--- src/design/gpm_pkg.sv ---
// ==========================================================================
// Shared constants for the pin bit mapper
package gpm_pkg;

  // ========================================================================
  // Register indices (byte address is four times the index)
  localparam int unsigned NUM_PINS              = 5;
  localparam logic [8:0]  SEL_IDX [NUM_PINS]    = '{9'h0E0, 9'h0E3, 9'h0E6, 9'h0E9, 9'h0EC};
  localparam logic [8:0]  MODE_IDX [NUM_PINS]   = '{9'h0E2, 9'h0E5, 9'h0E8, 9'h0EB, 9'h0EE};
  localparam logic [8:0]  OUT_VAL_IDX           = 9'h0EF;
  localparam logic [8:0]  IN_STATUS_IDX         = 9'h140;

  // ========================================================================
  // Field layout of a selector word
  localparam int unsigned SEL_BIT_LSB  = 12;
  localparam int unsigned SEL_BIT_MSB  = 14;
  localparam int unsigned SEL_PAGE_LSB = 8;
  localparam int unsigned SEL_PAGE_MSB = 11;
  localparam int unsigned SEL_OFS_LSB  = 0;
  localparam int unsigned SEL_OFS_MSB  = 6;
  localparam logic [15:0] SEL_MASK     = 16'h7F7F;
  localparam logic [7:0]  MODE_MASK    = 8'h07;
  localparam logic [7:0]  PIN_MASK     = 8'h1F;

  // ========================================================================
  // Reset values
  localparam logic [15:0] SEL_RESET     = 16'h0000;
  localparam logic [2:0]  MODE_RESET    = 3'h0;
  localparam logic [4:0]  OUT_VAL_RESET = 5'h00;

  // Mode codes in field order: input, output, control, status
  typedef enum logic [2:0] {
    GPM_MODE_INPUT,
    GPM_MODE_OUTPUT,
    GPM_MODE_CONTROL,
    GPM_MODE_STATUS
  } gpm_mode_t;

endpackage

--- src/design/gpm_mapper.sv ---
`timescale 1ns/10ps
// ==========================================================================
// Pin bit mapper: five general pins under Wishbone registers

module gpm_mapper #(
  parameter int unsigned NPINS = gpm_pkg::NUM_PINS
) (
  // Clock and reset
  input  wire logic                  core_clk,
  input  wire logic                  rst_b,
  // Wishbone slave
  input  wire logic                  wb_cyc_i,
  input  wire logic                  wb_stb_i,
  input  wire logic                  wb_we_i,
  input  wire logic [10:0]           wb_adr_i,
  input  wire logic [3:0]            wb_sel_i,
  input  wire logic [31:0]           wb_dat_i,
  output logic      [31:0]           wb_dat_o,
  output logic                       wb_ack_o,
  // General pins
  input  wire logic [NPINS-1:0]      general_pin_in,
  output logic      [NPINS-1:0]      general_pin_out,
  output logic      [NPINS-1:0]      general_pin_oe,
  // Selected host register bit address and value
  output logic      [NPINS-1:0][3:0] host_page_o,
  output logic      [NPINS-1:0][6:0] host_offset_o,
  output logic      [NPINS-1:0][2:0] host_bit_pos_o,
  input  wire logic [NPINS-1:0]      host_bit_i,
  // Controlled function
  output logic      [NPINS-1:0]      ctrl_value_o,
  output logic      [NPINS-1:0]      ctrl_apply_o
);

  // ========================================================================
  // Storage
  logic [15:0]      sel_reg [NPINS];
  logic [2:0]       mode_reg [NPINS];
  logic [NPINS-1:0] out_val_reg;
  logic [NPINS-1:0] pin_meta_reg;
  logic [NPINS-1:0] pin_sync_reg;
  logic [NPINS-1:0] in_status_reg;
  logic             ack_reg;
  logic [31:0]      rdata_reg;
  logic [31:0]      rdata_next;
  logic [8:0]       idx;
  logic             wr_take;
  logic             rd_start;

  assign idx      = wb_adr_i[10:2];
  assign wb_ack_o = ack_reg;
  assign wb_dat_o = rdata_reg;
  // Writes land on the edge where the master sees ack, never earlier
  assign wr_take  = wb_cyc_i && wb_stb_i && wb_we_i && ack_reg;
  assign rd_start = wb_cyc_i && wb_stb_i && !ack_reg;

  // Byte lane merge used for selector register writes
  function automatic logic [15:0] lane_merge(input logic [15:0] old_v,
                                             input logic [15:0] new_v,
                                             input logic [1:0]  lanes);
    logic [15:0] res;
    res = old_v;
    if (lanes[0])
      res[7:0] = new_v[7:0];
    if (lanes[1])
      res[15:8] = new_v[15:8];
    return res;
  endfunction

  // ========================================================================
  // Pin input synchroniser; first stage feeds only the second
  always_ff @(posedge core_clk or negedge rst_b)
  begin
    if (!rst_b)
    begin
      pin_meta_reg <= '0;
      pin_sync_reg <= '0;
    end
    else
    begin
      pin_meta_reg <= general_pin_in;
      pin_sync_reg <= pin_meta_reg;
    end
  end

  // Input status shows sensed level only while the pin is in input mode
  always_ff @(posedge core_clk or negedge rst_b)
  begin
    if (!rst_b)
      in_status_reg <= '0;
    else
      for (int p = 0; p < NPINS; p++)
        in_status_reg[p] <= (mode_reg[p] == gpm_pkg::GPM_MODE_INPUT) ?
                            pin_sync_reg[p] : in_status_reg[p];
  end

  // ========================================================================
  // Bus handshake: ack one cycle after the request, dropped the next cycle
  always_ff @(posedge core_clk or negedge rst_b)
  begin
    if (!rst_b)
      ack_reg <= 1'b0;
    else
      ack_reg <= wb_cyc_i && wb_stb_i && !ack_reg;
  end

  // Register writes; reserved bits are never stored
  always_ff @(posedge core_clk or negedge rst_b)
  begin
    if (!rst_b)
    begin
      for (int p = 0; p < NPINS; p++)
      begin
        sel_reg[p]  <= gpm_pkg::SEL_RESET;
        mode_reg[p] <= gpm_pkg::MODE_RESET;
      end
      out_val_reg <= gpm_pkg::OUT_VAL_RESET;
    end
    else if (wr_take)
    begin
      for (int p = 0; p < NPINS; p++)
      begin
        if (idx == gpm_pkg::SEL_IDX[p])
          sel_reg[p] <= lane_merge(sel_reg[p], wb_dat_i[15:0], wb_sel_i[1:0])
                        & gpm_pkg::SEL_MASK;
        // Old mode holds until this very write lands
        if (idx == gpm_pkg::MODE_IDX[p] && wb_sel_i[0])
          mode_reg[p] <= wb_dat_i[2:0];
      end
      if (idx == gpm_pkg::OUT_VAL_IDX && wb_sel_i[0])
        out_val_reg <= wb_dat_i[NPINS-1:0];
    end
  end

  // Read decode; unmapped addresses answer with zero
  always_comb
  begin
    rdata_next = '0;
    for (int p = 0; p < NPINS; p++)
    begin
      if (idx == gpm_pkg::SEL_IDX[p])
        rdata_next[15:0] = sel_reg[p];
      if (idx == gpm_pkg::MODE_IDX[p])
        rdata_next[2:0] = mode_reg[p];
    end
    if (idx == gpm_pkg::OUT_VAL_IDX)
      rdata_next[NPINS-1:0] = out_val_reg;
    if (idx == gpm_pkg::IN_STATUS_IDX)
      rdata_next[NPINS-1:0] = in_status_reg;
  end

  // Read data is captured with the ack and held until the next request
  always_ff @(posedge core_clk or negedge rst_b)
  begin
    if (!rst_b)
      rdata_reg <= '0;
    else if (rd_start)
      rdata_reg <= wb_we_i ? 32'h0000_0000 : rdata_next;
  end

  // ========================================================================
  // Host bit address straight from the selector fields
  always_comb
  begin
    for (int p = 0; p < NPINS; p++)
    begin
      host_bit_pos_o[p] = sel_reg[p][gpm_pkg::SEL_BIT_MSB:gpm_pkg::SEL_BIT_LSB];
      host_page_o[p]    = sel_reg[p][gpm_pkg::SEL_PAGE_MSB:gpm_pkg::SEL_PAGE_LSB];
      host_offset_o[p]  = sel_reg[p][gpm_pkg::SEL_OFS_MSB:gpm_pkg::SEL_OFS_LSB];
    end
  end

  // Per pin mode engines
  for (genvar g = 0; g < NPINS; g++)
  begin : g_pin
    gpm_pin_ctl u_pin (
      .core_clk   (core_clk),
      .rst_b      (rst_b),
      .mode       (mode_reg[g]),
      .out_val    (out_val_reg[g]),
      .pin_sync   (pin_sync_reg[g]),
      .host_bit   (host_bit_i[g]),
      .pin_drive  (general_pin_out[g]),
      .pin_oe     (general_pin_oe[g]),
      .ctrl_value (ctrl_value_o[g]),
      .ctrl_apply (ctrl_apply_o[g])
    );
  end

  // ========================================================================
  // Checks
  chk_sel_bit_field: assert property (
    @(posedge core_clk) disable iff (!rst_b)
    (wr_take && idx == gpm_pkg::SEL_IDX[1] && wb_sel_i[1])
      |=> host_bit_pos_o[1] == $past(wb_dat_i[14:12]))
    else $error("selector bit field not routed");

  chk_sel_page_field: assert property (
    @(posedge core_clk) disable iff (!rst_b)
    (wr_take && idx == gpm_pkg::SEL_IDX[2] && wb_sel_i[1])
      |=> host_page_o[2] == $past(wb_dat_i[11:8]))
    else $error("selector page field not routed");

  chk_sel_offset_field: assert property (
    @(posedge core_clk) disable iff (!rst_b)
    (wr_take && idx == gpm_pkg::SEL_IDX[3] && wb_sel_i[0])
      |=> host_offset_o[3] == $past(wb_dat_i[6:0]) && sel_reg[3][7] == 1'b0)
    else $error("selector offset field or reserved bit wrong");

  chk_out_value_bits: assert property (
    @(posedge core_clk) disable iff (!rst_b)
    (wr_take && idx == gpm_pkg::OUT_VAL_IDX && wb_sel_i[0])
      |=> out_val_reg == $past(wb_dat_i[4:0]) ##1 general_pin_out[4] == out_val_reg[4]
          || mode_reg[4] != gpm_pkg::GPM_MODE_OUTPUT)
    else $error("output value bit not stored or not driven");

  chk_mode_field_only: assert property (
    @(posedge core_clk) disable iff (!rst_b)
    (wr_take && idx == gpm_pkg::MODE_IDX[1] && wb_sel_i[0])
      |=> mode_reg[1] == $past(wb_dat_i[2:0]) && $stable(sel_reg[1]))
    else $error("mode write wrong");

  chk_in_status_level: assert property (
    @(posedge core_clk) disable iff (!rst_b)
    (mode_reg[0] == gpm_pkg::GPM_MODE_INPUT) |=> in_status_reg[0] == $past(pin_sync_reg[0]))
    else $error("input status does not follow the pin");

  chk_ack_single_pulse: assert property (
    @(posedge core_clk) disable iff (!rst_b)
    wb_ack_o |=> !wb_ack_o)
    else $error("ack held for more than one cycle");

  cov_bus_read: cover property (
    @(posedge core_clk) disable iff (!rst_b)
    wb_ack_o && !wb_we_i && idx == gpm_pkg::IN_STATUS_IDX);
  cov_bus_write_mode: cover property (
    @(posedge core_clk) disable iff (!rst_b)
    wr_take && idx == gpm_pkg::MODE_IDX[2]);

endmodule

--- src/design/gpm_pin_ctl.sv ---
`timescale 1ns/10ps
// ==========================================================================
// One pin: drive, release, control merge and status mirror
module gpm_pin_ctl (
  // Clock and reset
  input  wire logic       core_clk,
  input  wire logic       rst_b,
  // Configuration
  input  wire logic [2:0] mode,
  input  wire logic       out_val,
  // Pin level (already synchronised) and selected host bit
  input  wire logic       pin_sync,
  input  wire logic       host_bit,
  // Pin drive
  output logic            pin_drive,
  output logic            pin_oe,
  // Control function
  output logic            ctrl_value,
  output logic            ctrl_apply
);

  logic pin_drive_reg;
  logic pin_oe_reg;
  logic ctrl_value_reg;
  logic ctrl_apply_reg;
  logic pin_prev_reg;
  logic host_prev_reg;
  logic changed;

  assign pin_drive  = pin_drive_reg;
  assign pin_oe     = pin_oe_reg;
  assign ctrl_value = ctrl_value_reg;
  assign ctrl_apply = ctrl_apply_reg;
  assign changed    = (pin_sync != pin_prev_reg) || (host_bit != host_prev_reg);

  // Pin drive; unknown codes release the pin so a bad write cannot fight the board
  always_ff @(posedge core_clk or negedge rst_b)
  begin
    if (!rst_b)
    begin
      pin_drive_reg <= 1'b0;
      pin_oe_reg    <= 1'b0;
    end
    else
    begin
      unique case (gpm_pkg::gpm_mode_t'(mode))
        gpm_pkg::GPM_MODE_OUTPUT:
        begin
          pin_drive_reg <= out_val;
          pin_oe_reg    <= 1'b1;
        end
        gpm_pkg::GPM_MODE_STATUS:
        begin
          pin_drive_reg <= host_bit;
          pin_oe_reg    <= 1'b1;
        end
        default:
        begin
          pin_drive_reg <= 1'b0;
          pin_oe_reg    <= 1'b0;
        end
      endcase
    end
  end

  // Change detect on pin and host bit, merged by OR for the controlled function
  always_ff @(posedge core_clk or negedge rst_b)
  begin
    if (!rst_b)
    begin
      pin_prev_reg   <= 1'b0;
      host_prev_reg  <= 1'b0;
      ctrl_value_reg <= 1'b0;
      ctrl_apply_reg <= 1'b0;
    end
    else
    begin
      pin_prev_reg   <= pin_sync;
      host_prev_reg  <= host_bit;
      ctrl_value_reg <= pin_sync | host_bit;
      ctrl_apply_reg <= (mode == gpm_pkg::GPM_MODE_CONTROL) && changed;
    end
  end

  // ========================================================================
  // Checks
  property p_output_drive;
    @(posedge core_clk) disable iff (!rst_b)
    (mode == gpm_pkg::GPM_MODE_OUTPUT) |=> (pin_oe && pin_drive == $past(out_val));
  endproperty
  chk_output_drive_value: assert property (p_output_drive)
    else $error("output mode does not drive stored value");

  chk_status_mirror_bit: assert property (
    @(posedge core_clk) disable iff (!rst_b)
    (mode == gpm_pkg::GPM_MODE_STATUS) ##1 (mode == gpm_pkg::GPM_MODE_STATUS)
      |-> pin_oe && pin_drive == $past(host_bit))
    else $error("status mode does not mirror host bit");

  chk_input_pin_released: assert property (
    @(posedge core_clk) disable iff (!rst_b)
    (mode == gpm_pkg::GPM_MODE_INPUT) [*2] |-> !pin_oe)
    else $error("input mode still drives the pin");

  chk_control_or_apply: assert property (
    @(posedge core_clk) disable iff (!rst_b)
    (mode == gpm_pkg::GPM_MODE_CONTROL && $changed(pin_sync))
      |=> ctrl_apply && ctrl_value == ($past(pin_sync) | $past(host_bit)) && !pin_oe)
    else $error("control mode missed a pin change or the OR value");

  cov_output_mode: cover property (
    @(posedge core_clk) disable iff (!rst_b)
    (mode == gpm_pkg::GPM_MODE_OUTPUT) ##1 pin_oe);
  cov_status_mode: cover property (
    @(posedge core_clk) disable iff (!rst_b)
    (mode == gpm_pkg::GPM_MODE_STATUS) && $changed(host_bit));
  cov_control_apply: cover property (
    @(posedge core_clk) disable iff (!rst_b)
    ctrl_apply && ctrl_value);

endmodule

--- config.mk ---
export PLATFORM = sky130hd
export DESIGN_NAME = gpm_mapper
export DESIGN_NICKNAME = d
export VERILOG_FILES = /design/src/design/gpm_pkg.sv /design/src/design/gpm_mapper.sv /design/src/design/gpm_pin_ctl.sv
export SDC_FILE = /design/constraint.sdc
export NUM_CORES = 1
export LEC_CHECK = 0
export ABC_AREA = 1
export BUFFER_PORTS_ARGS = -buffer_cell sky130_fd_sc_hd__buf_2
export CAP_MARGIN = 10
export CORE_AREA = 2 2 132 134
export CTS_BUF_LIST = sky130_fd_sc_hd__clkbuf_2
export CTS_CLUSTER_DIAMETER = 50
export DETAILED_ROUTE_END_ITERATION = 8
export DIE_AREA = 0 0 134 136
export GPL_TIMING_DRIVEN = 0
export PLACE_DENSITY_LB_ADDON = 0.25
export SLEW_MARGIN = 30
export SYNTH_ARGS = -nofsm -noshare
export SYNTH_HDL_FRONTEND = slang
export SYNTH_HIERARCHICAL = 1
export SYNTH_SLANG_ARGS = --single-unit
--- constraint.sdc ---
create_clock -name core_clk -period 1.5 [get_ports core_clk]
set_input_delay 0.3 -clock core_clk [delete_from_list [all_inputs] [get_ports core_clk]]
set_output_delay 0.3 -clock core_clk [all_outputs]
set_load 0.1 [all_outputs]
# ---- Word level (Yosys, flattened, before mapping)
# Index checks and enable logic that the tools add are counted.
dict set report totals {
  regBits 168
  latchBits 0
  ramBits 0
  rom_bits 0
  input_bits 62
  output_inout_bits 123
  wordCells 167
  n_memories 0
}
dict set report classes {
  addsub 0
  multipliers 0
  div 0
  order_cmp 0
  eq_ne 37
  n_shift 0
  mux 23
  bitwise 5
  n_reduce_logical 47
}
# cell n
set op_table {}
lappend op_table {{$eq A9 B8 Y1 const B} 11}
lappend op_table {{$mux W16} 5}
lappend op_table {{$eq A3 B2 Y1 const B} 10}
lappend op_table {{$reduce_and A3 Y1} 10}
lappend op_table {{$eq A3 B1 Y1 const B} 5}
lappend op_table {{$logic_and A1 B1 Y1} 15}
lappend op_table {{$logic_not A3 Y1} 5}
lappend op_table {{$mux W15} 1}
lappend op_table {{$mux W3} 5}
lappend op_table {{$reduce_and A2 Y1} 6}
lappend op_table {{$mux W5} 2}
lappend op_table {{$ne A1 B1 Y1} 10}
lappend op_table {{$pmux W1 S2} 5}
lappend op_table {{$reduce_or A2 Y1} 5}
lappend op_table {{$eq A9 B9 Y1 const B} 1}
lappend op_table {{$logic_or A1 B1 Y1} 5}
lappend op_table {{$mux W1} 5}
lappend op_table {{$or A1 B1 Y1} 5}
lappend op_table {{$logic_not A1 Y1} 1}

# ---- Depth between registers and ports, before layout
# Gate-level depths: netlist (run 1).
dict set report logic_depth {
  word_depth 14
  depth_mapped 16
  depth_no_buf 16
}

# ---- By module
# Netlist (run 1), hierarchy kept.
# module instances cells_per_inst area_per_inst_um2 seq_area_each_um2
set by_module_without_submodules {}
lappend by_module_without_submodules {gpm_mapper 1 641 5418.9 3002.9}
lappend by_module_without_submodules {gpm_pin_ctl 5 26 246.5 150.1}

# ---- Least setup slack after synthesis (run 1)
# OpenSTA, ideal clock, no wires.
dict set report synth_path {
  path_kind {reg2reg}
  start {register ack_reg, in the netlist wb_ack_o}
  end {register sel_reg, in the netlist host_offset_o[20]}
  setup_time_ps 131
  arrival_time_ps 1931
  required_time_ps 1369
  setup_slack_ps -562
  stages_incl_launch_ff 8
  path_buffers 2
  synth_period_minus_slack_ps 2062
  path_cell_list {dfrtp_1 > nand4_1 > nor2_1 > buf_2 > nand2_1 > clkbuf_1 > nand2_1 > o21ai_0}
}
dict set report synth_via {
  elab_chain_cells 2
}
# element line
set synth_lines {}
lappend synth_lines {{start, declared} gpm_mapper.sv:42} ;# logic ack_reg;
lappend synth_lines {{start signal, assigned} gpm_mapper.sv:103} ;# ack_reg <= wb_cyc_i && wb_stb_i && !ack_reg;
lappend synth_lines {{$logic_and A1 B1 Y1} gpm_mapper.sv:53} ;# assign wr_take = wb_cyc_i && wb_stb_i && wb_we_i && ack_reg;
lappend synth_lines {{$reduce_and A3 Y1 (no source line)} --}
lappend synth_lines {{end signal, assigned by index} gpm_mapper.sv:113} ;# sel_reg[p] <= gpm_pkg::SEL_RESET;
lappend synth_lines {{end signal, assigned by index} gpm_mapper.sv:123} ;# sel_reg[p] <= lane_merge(sel_reg[p], wb_dat_i[15:0], wb_sel_i[1:0])
lappend synth_lines {{end, declared} gpm_mapper.sv:36} ;# logic [15:0] sel_reg [NPINS];
# No other way between the ends.
# A chain may end at the register's enable or synchronous reset.

# ---- Worst setup path after layout (run 1)
dict set report layout_path {
  start {register ack_reg, in the netlist wb_ack_o}
  end {register sel_reg, in the netlist host_page_o[12]}
}
# Same word-level chain as after synthesis.

==> flow_summary.ini, run 1 <==
[logic_synthesis]
ys_seq_elements = 150
synth_most_common_cell = nand2_1
async_flop_share = 1.00
syn_inst = 771
yosys.area.top_type = dfrtp_1
avgSynthCellArea_um2 = 8.63
synthTopCellsByCount = 254 x nand2_1, 150 x dfrtp_1, 105 x o21ai_0
synth_seq_area_share = 0.564
ys.flop_type = dfrtp_1
synth_edf_count = 0
synth_top_area_frac = 0.564
synthTopCellsByArea = dfrtp_1 56%, nand2_1 14%, o21ai_0 7.9%, inv_1 3.6%, buf_4 2.3%
synth_cell_types = 27
ys.warnings.count = 6
synthesis.area_um2 = 6650

[setup_path]
crit_type = register to register
worstPathCellList = buf_6 -> nand4_1 -> buf_4 -> nor2_4 -> buf_12 -> buf_12 -> nand2_8 -> buf_8 -> o21ai_4
cp.required_ps = 2210
cp_common_cell = buf_12
max_stage_delay_ps = 500
crit_slowest_cell = dfrtp_4
crit_arrival_ps = 2520
critPathMaxFanout = 6
cp-start-kind = register
endpoint_kind = register

[grt]
antenna_found_initial = 2
grt_max_degree = 83
grt_pass1_wl_um = 35400
grt_usage = 0.255
grt_pass1_vias = 6848
grt_overflow_total = 0

[place]
io_buffers = 144
placed_cell_area_um2 = 7900
place_inst = 1158
post-dp-hpwl_um = 13300
globalplace.congestion = 0.892

[routing]
drt-initial-drc-count = 492
postRouteWirelength_um = 23900
viasPerCell = 5.06
drt-pass1-iter-count = 5
dr_total_vias = 6727
wire_per_inst_um = 18.0
drc = 0
antenna_left = 0

[finish]
largest_reg_flops = 35
syn_to_final_growth_pct = 78.7
fillers = 1106
post_layout_nonfiller_instances = 1330
nets = 1152
drive_gt1_frac = 0.503
final_core_util = 0.704
fin_area_um2 = 11900

[sta]
rsz0062_at_grt = true
min_period_ps = 1810
clock_skew_ps = 44.6
tightest_slew_ps = 833
fmax_ghz = 0.553
min_period_over_period = 1.20
relSlewSlack = 0.445
worst_hold_slack_ps = 31.5
fin_ws_ps = -307
finalHoldViolations = 0
setup_viol = 208
slew_violations = 0

[die]
io_pins = 185
die_y_um = 136
dieArea_um2 = 18200
start_util = 0.394
num_rows = 48
die_x_um = 134
coreArea_um2 = 16900

[clock_tree]
clkTransAtPathRegs_ps = 300
cts-root-buf = clkbuf_2
cts_sinks = 150
clock_path_buffers = 2
h-tree-depth = 4
clkLatencyLatePin_ps = 760
cts_tree = built
cts_made_buffers = 17

[run]
max_cap_viol_count = 0

[pwr]
finalPower_w = 0.00721
power.density_nw_per_um2 = 606
leakage_nw = 5.54
worst_ir_drop_vdd_mv = 0.566

[run_status]
outcome = finished, violations left
violations = setup timing

[hold_path]
hold_path_class = primary input to asynchronous set/reset pin
## path summary, 6_finish.rpt
check | start | endpoint | slack (ps) | cells after the start
setup / recovery | wb_ack_o$_DFF_PN0_ | host_page_o[12]$_DFFE_PN0P_ | -310 | 9
hold / removal | rst_b | host_bit_pos_o[9]$_DFFE_PN0P_ | 30 | 2
setup reg to reg | wb_ack_o$_DFF_PN0_ | host_page_o[12]$_DFFE_PN0P_ | -310 | 9
hold reg to reg | pin_meta_reg[3]$_DFF_PN0_ | pin_sync_reg[3]$_DFF_PN0_ | 380 | 0
max in group asynchronous | rst_b | host_offset_o[4]$_DFFE_PN0P_ | 650 | 3
min in group core_clk | wb_adr_i[4] | mode_reg[7]$_DFFE_PN0P_ | 110 | 6
## critical path, delay by kind of cell (launching register included)
family	cells	cell delay [ps]
simple gates	3	350
flops	1	500
compound gates	1	140
buf+inv	5	750
## kinds of logic after synthesis
logic type             Yosys count  synth area share
AO/OA/AOI/OAI                  148             0.118
buffers and inverters          121            0.0860
flip-flops                     150             0.564
multiplexers                     2           0.00339
other                            1          0.000564
AND/OR/NAND/NOR                349             0.227
## routing by layer
layer / track usage / wire length [µm] / up-vias
li1: - / - / 3080
met1: 0.293 / 8900 / 3306
met2: 0.459 / 12700 / 276
met3: 0.0690 / 1590 / 65
met4: 0.0845 / 776 / 0
met5: 0 / 0 / -
## timing repair
item | 4_1_cts | 5_1_grt
pin swaps | 24 | 35
hold buffers | 29 | 0
buffers inserted | 86 | 13
gates resized for setup | 588 | 164
hold endpoints to repair | 252 | 0
cloned | 12 | 1
setup endpoints to repair | 198 | 209
## power breakdown
| group | internal, W | leakage (nW) | switching [W] | total, W |
|---|---|---|---|---|
| Clock | 0.000515 | 0.136 | 0.00170 | 0.00221 |
| Sequential | 0.00410 | 1.99 | 0.0000317 | 0.00413 |
| Combinational | 0.000252 | 3.42 | 0.000612 | 0.000864 |
## per-stage QoR
step / TNS [ps] / worst slack [ps]
CTS: -44470 / -331
global route: -56830 / -390
global placement: -347250 / -2640
detailed placement: -26710 / -524
finish: -39600 / -307
floorplan: -4830 / -131
## area by class of cell
type,instances,area [µm²],share of cell area
Antenna cell,2,5.00,0.000421
Buffer,40,419,0.0353
Clock buffer,17,85.1,0.00716
Clock inverter,15,131,0.0111
Inverter,81,327,0.0275
Multi-Input combinational cell,518,3250,0.273
Sequential cell,150,3780,0.318
Tap cell,225,282,0.0237
Timing Repair Buffer,282,3610,0.304
## layout by cell type (no fill, tap or decap), types with 18 or more instances in the layout
cell / Yosys / final
buf_6: 5 / 19
nand2_2: 20 / 58
nor2_1: 32 / 26
buf_12: 0 / 97
o21ai_1: 8 / 48
buf_8: 0 / 34
conb_1: 1 / 18
dfrtp_2: 0 / 19
buf_2: 4 / 39
dlygate4sd3_1: 0 / 29
o21ai_2: 0 / 58
nand2_4: 0 / 25
dfrtp_1: 150 / 130
inv_1: 64 / 60
nand2_1: 254 / 177
buf_4: 20 / 95
Power figures use the tool's default switching activity.
==> inputs of run 2 (changes only) <==
- CORE_AREA: 2 2 132 134 -> 2 2 133 135
- DIE_AREA: 0 0 134 136 -> 0 0 135 137
- PLACE_DENSITY_LB_ADDON: 0.25 -> 0.3
- SYNTH_HIERARCHICAL: 1 -> not set
==> run 2 against run 1 <==
Against the previous run:
- the flow still finishes with violations (setup timing)
- final area decreased by 2.8%
- critical path depth rose by 1
- largest power group unchanged
- final cell count fell by 4.1%
- combinational power decreased by 3.8%
- wire length up 3.0%
- sequential share of layout area rose by 0.88 points
- die area is 1.5% higher
- via count fell by 0.58%
- sequential power about the same
==> flow_summary.ini, run 2 <==
[pwr]
comb_power_share = 0.114
leakage_nw = 5.33
power.density_nw_per_um2 = 633
internal_power_w = 0.00510
p_sw_frac = 0.302
p_seq_frac = 0.565
worst_ir_drop_vdd_mv = 0.766
p_sw_w = 0.00221
pwr-share-clk = 0.322

[clock_tree]
clock_path_buffers = 2
h-tree-depth = 4
clkTransAtPathRegs_ps = 250
clkLatencyLatePin_ps = 740
cts-root-buf = clkbuf_2
cts_sinks = 150
cts_tree = built
cts_made_buffers = 17

[routing]
postRouteWirelength_um = 24700
drc = 0
wire_per_inst_um = 19.3
viasPerCell = 5.25
antenna_left = 0
dr_total_vias = 6688
drt-initial-drc-count = 593
drt-pass1-iter-count = 5

[logic_synthesis]
synth_edf_count = 0
yosys.area.top_type = dfrtp_1
avgSynthCellArea_um2 = 9.02
ys.flop_type = dfrtp_1
synthTopCellsByCount = 201 x nand2_1, 150 x dfrtp_1, 81 x o21ai_0
ys_seq_elements = 150
synth_top_area_frac = 0.562
synth_cell_types = 38
synth_most_common_cell = nand2_1
syn_inst = 740
synth_seq_area_share = 0.562
ys.warnings.count = 0
async_flop_share = 1.00
synthTopCellsByArea = dfrtp_1 56%, nand2_1 11%, o21ai_0 6.1%, buf_4 4.4%, inv_1 3.1%
synthesis.area_um2 = 6680

[die]
start_util = 0.391
die_y_um = 137
coreArea_um2 = 17100
die_x_um = 135
dieArea_um2 = 18500
num_rows = 48
io_pins = 185

[finish]
mostFrequentLayoutCell = dfrtp_1
syn_to_final_growth_pct = 73.1
fin_area_um2 = 11600
largest_reg_flops = 35
nets = 1098
most-common-layout-cells = 133 x dfrtp_1, 130 x nand2_1, 107 x buf_12, 102 x buf_4, 54 x inv_1
final_core_util = 0.677
drive_gt1_frac = 0.473
fillers = 1169

[setup_path]
crit_arrival_ps = 2530
crit_family = buffers and inverters
crit_type = register to register
r2r_start = wb_ack_o$_DFF_PN0_
cp.required_ps = 2160
r2r_cells = 10
path_buf_inv = 5
r2r_slack_ps = -370
endpoint_kind = register
reg2reg_to = host_offset_o[12]$_DFFE_PN0P_
cp_common_cell = clkbuf_16
crit_slowest_cell = dfrtp_4
worstPathCellList = buf_6 -> nand4_1 -> buf_4 -> nor2_4 -> clkbuf_16 -> buf_12 -> nand2_8 -> clkbuf_16 -> nand2_2 -> o21ai_1
critPathMaxFanout = 6
max_stage_delay_ps = 490
cp-start-kind = register

[sta]
setup_viol = 207
min_period_ps = 1870
fin_ws_ps = -371
tightest_slew_ps = 857
fmax_ghz = 0.534
min_period_over_period = 1.25
rsz0062_at_grt = true
finalHoldViolations = 0
fin_tns_setup_ps = -41060
worst_hold_slack_ps = 83.1
relSlewSlack = 0.429
slew_violations = 0
clock_skew_ps = 30.0

[place]
placed_cell_area_um2 = 7910
io_buffers = 144
pre_cts_ws_ps = -460
post-dp-hpwl_um = 13600
globalplace.congestion = 0.894

[run_status]
violations = setup timing
outcome = finished, violations left

[run]
max_cap_viol_count = 0

[grt]
grt_overflow_total = 0
grt_max_degree = 85
antenna_found_initial = 1
grt_usage = 0.241
grt_pass1_wl_um = 33700
grt_pass1_vias = 6241

[hold_path]
hold_path_class = primary input to asynchronous set/reset pin
==> run 2: area by class of cell <==
| cell class | instances | area (µm²) | share of cell area |
|---|---|---|---|
| diodes | 1 | 2.50 | 0.000217 |
| plain buffers | 35 | 338 | 0.0292 |
| clock buffers | 17 | 85.1 | 0.00736 |
| clock inverters | 15 | 151 | 0.0131 |
| inverters | 64 | 243 | 0.0210 |
| multi-input cells | 488 | 3080 | 0.266 |
| flip-flops and latches | 150 | 3780 | 0.327 |
| well taps | 225 | 282 | 0.0244 |
| repair buffers | 280 | 3600 | 0.311 |
==> run 2: worst max-delay path by stage <==
stage / start / endpoint / slack [ps] / cells past startpoint
finish: wb_ack_o$_DFF_PN0_ / host_offset_o[12]$_DFFE_PN0P_ / -370 / 10
global route: wb_ack_o$_DFF_PN0_ / host_offset_o[12]$_DFFE_PN0P_ / -420 / 10
CTS: wb_ack_o$_DFF_PN0_ / wb_ack_o / -300 / 1
detailed placement: wb_adr_i[6] / host_bit_pos_o[10]$_DFFE_PN0P_ / -460 / 10
global placement: rst_b / wb_ack_o$_DFF_PN0_ / -2560 / 1
floorplan: wb_ack_o$_DFF_PN0_ / host_offset_o[5]$_DFFE_PN0P_ / -100 / 7
==> run 2: logic make-up after synthesis <==
logic type,count (synthesis),synth area share
flip-flops,150,0.562
AO/OA/AOI/OAI,151,0.122
XOR/XNOR,10,0.0131
AND/OR/NAND/NOR,307,0.208
other,1,0.000562
buffers and inverters,121,0.0933
==> run 2: metal layers <==
| layer | vias to the layer above | GRT usage | share of wire |
|---|---|---|---|
| met1 | 3301 | 0.308 | 0.39 |
| met3 | 68 | 0.0574 | 0.071 |
| met4 | 0 | 0.0978 | 0.035 |
| li1 | 2990 | - | - |
| met5 | - | 0 | 0 |
| met2 | 329 | 0.396 | 0.51 |
==> run 2: repair_timing <==
action | 4_1_cts | 5_1_grt
buffers inserted | 80 | 20
cloned | 7 | 4
pin swaps | 3 | 18
setup endpoints to repair | 177 | 209
resized for setup | 508 | 176
hold endpoints to repair | 191 | 0
hold buffers | 28 | 0
==> run 2: worst register-to-register path, stage by stage (launching register included) <==
cell,delay (ps)
dfrtp_4,490
buf_6,100
nand4_1,120
buf_4,180
nor2_4,190
clkbuf_16,200
buf_12,120
nand2_8,80
clkbuf_16,190
nand2_2,60
o21ai_1,70
==> run 2: per-stage QoR <==
step                      power, W  instances
after floorplan            0.00465        757
after global placement     0.00486       1126
after detailed placement   0.00488       1127
after CTS                  0.00729       1252
after global routing       0.00761       1275
final                      0.00731       1275
==> run 2: power by group through the flow <==
| stage | clock, W | combinational (W) | sequential (W) |
|---|---|---|---|
| 4_1_cts | 0.00236 | 0.000803 | 0.00413 |
| 2_1_floorplan | 0 | 0.000435 | 0.00422 |
| 3_5_place_dp | 0 | 0.000691 | 0.00419 |
| 3_3_place_gp | 0 | 0.000673 | 0.00419 |
| 5_1_grt | 0.00259 | 0.000884 | 0.00414 |
| 6_report | 0.00235 | 0.000831 | 0.00413 |
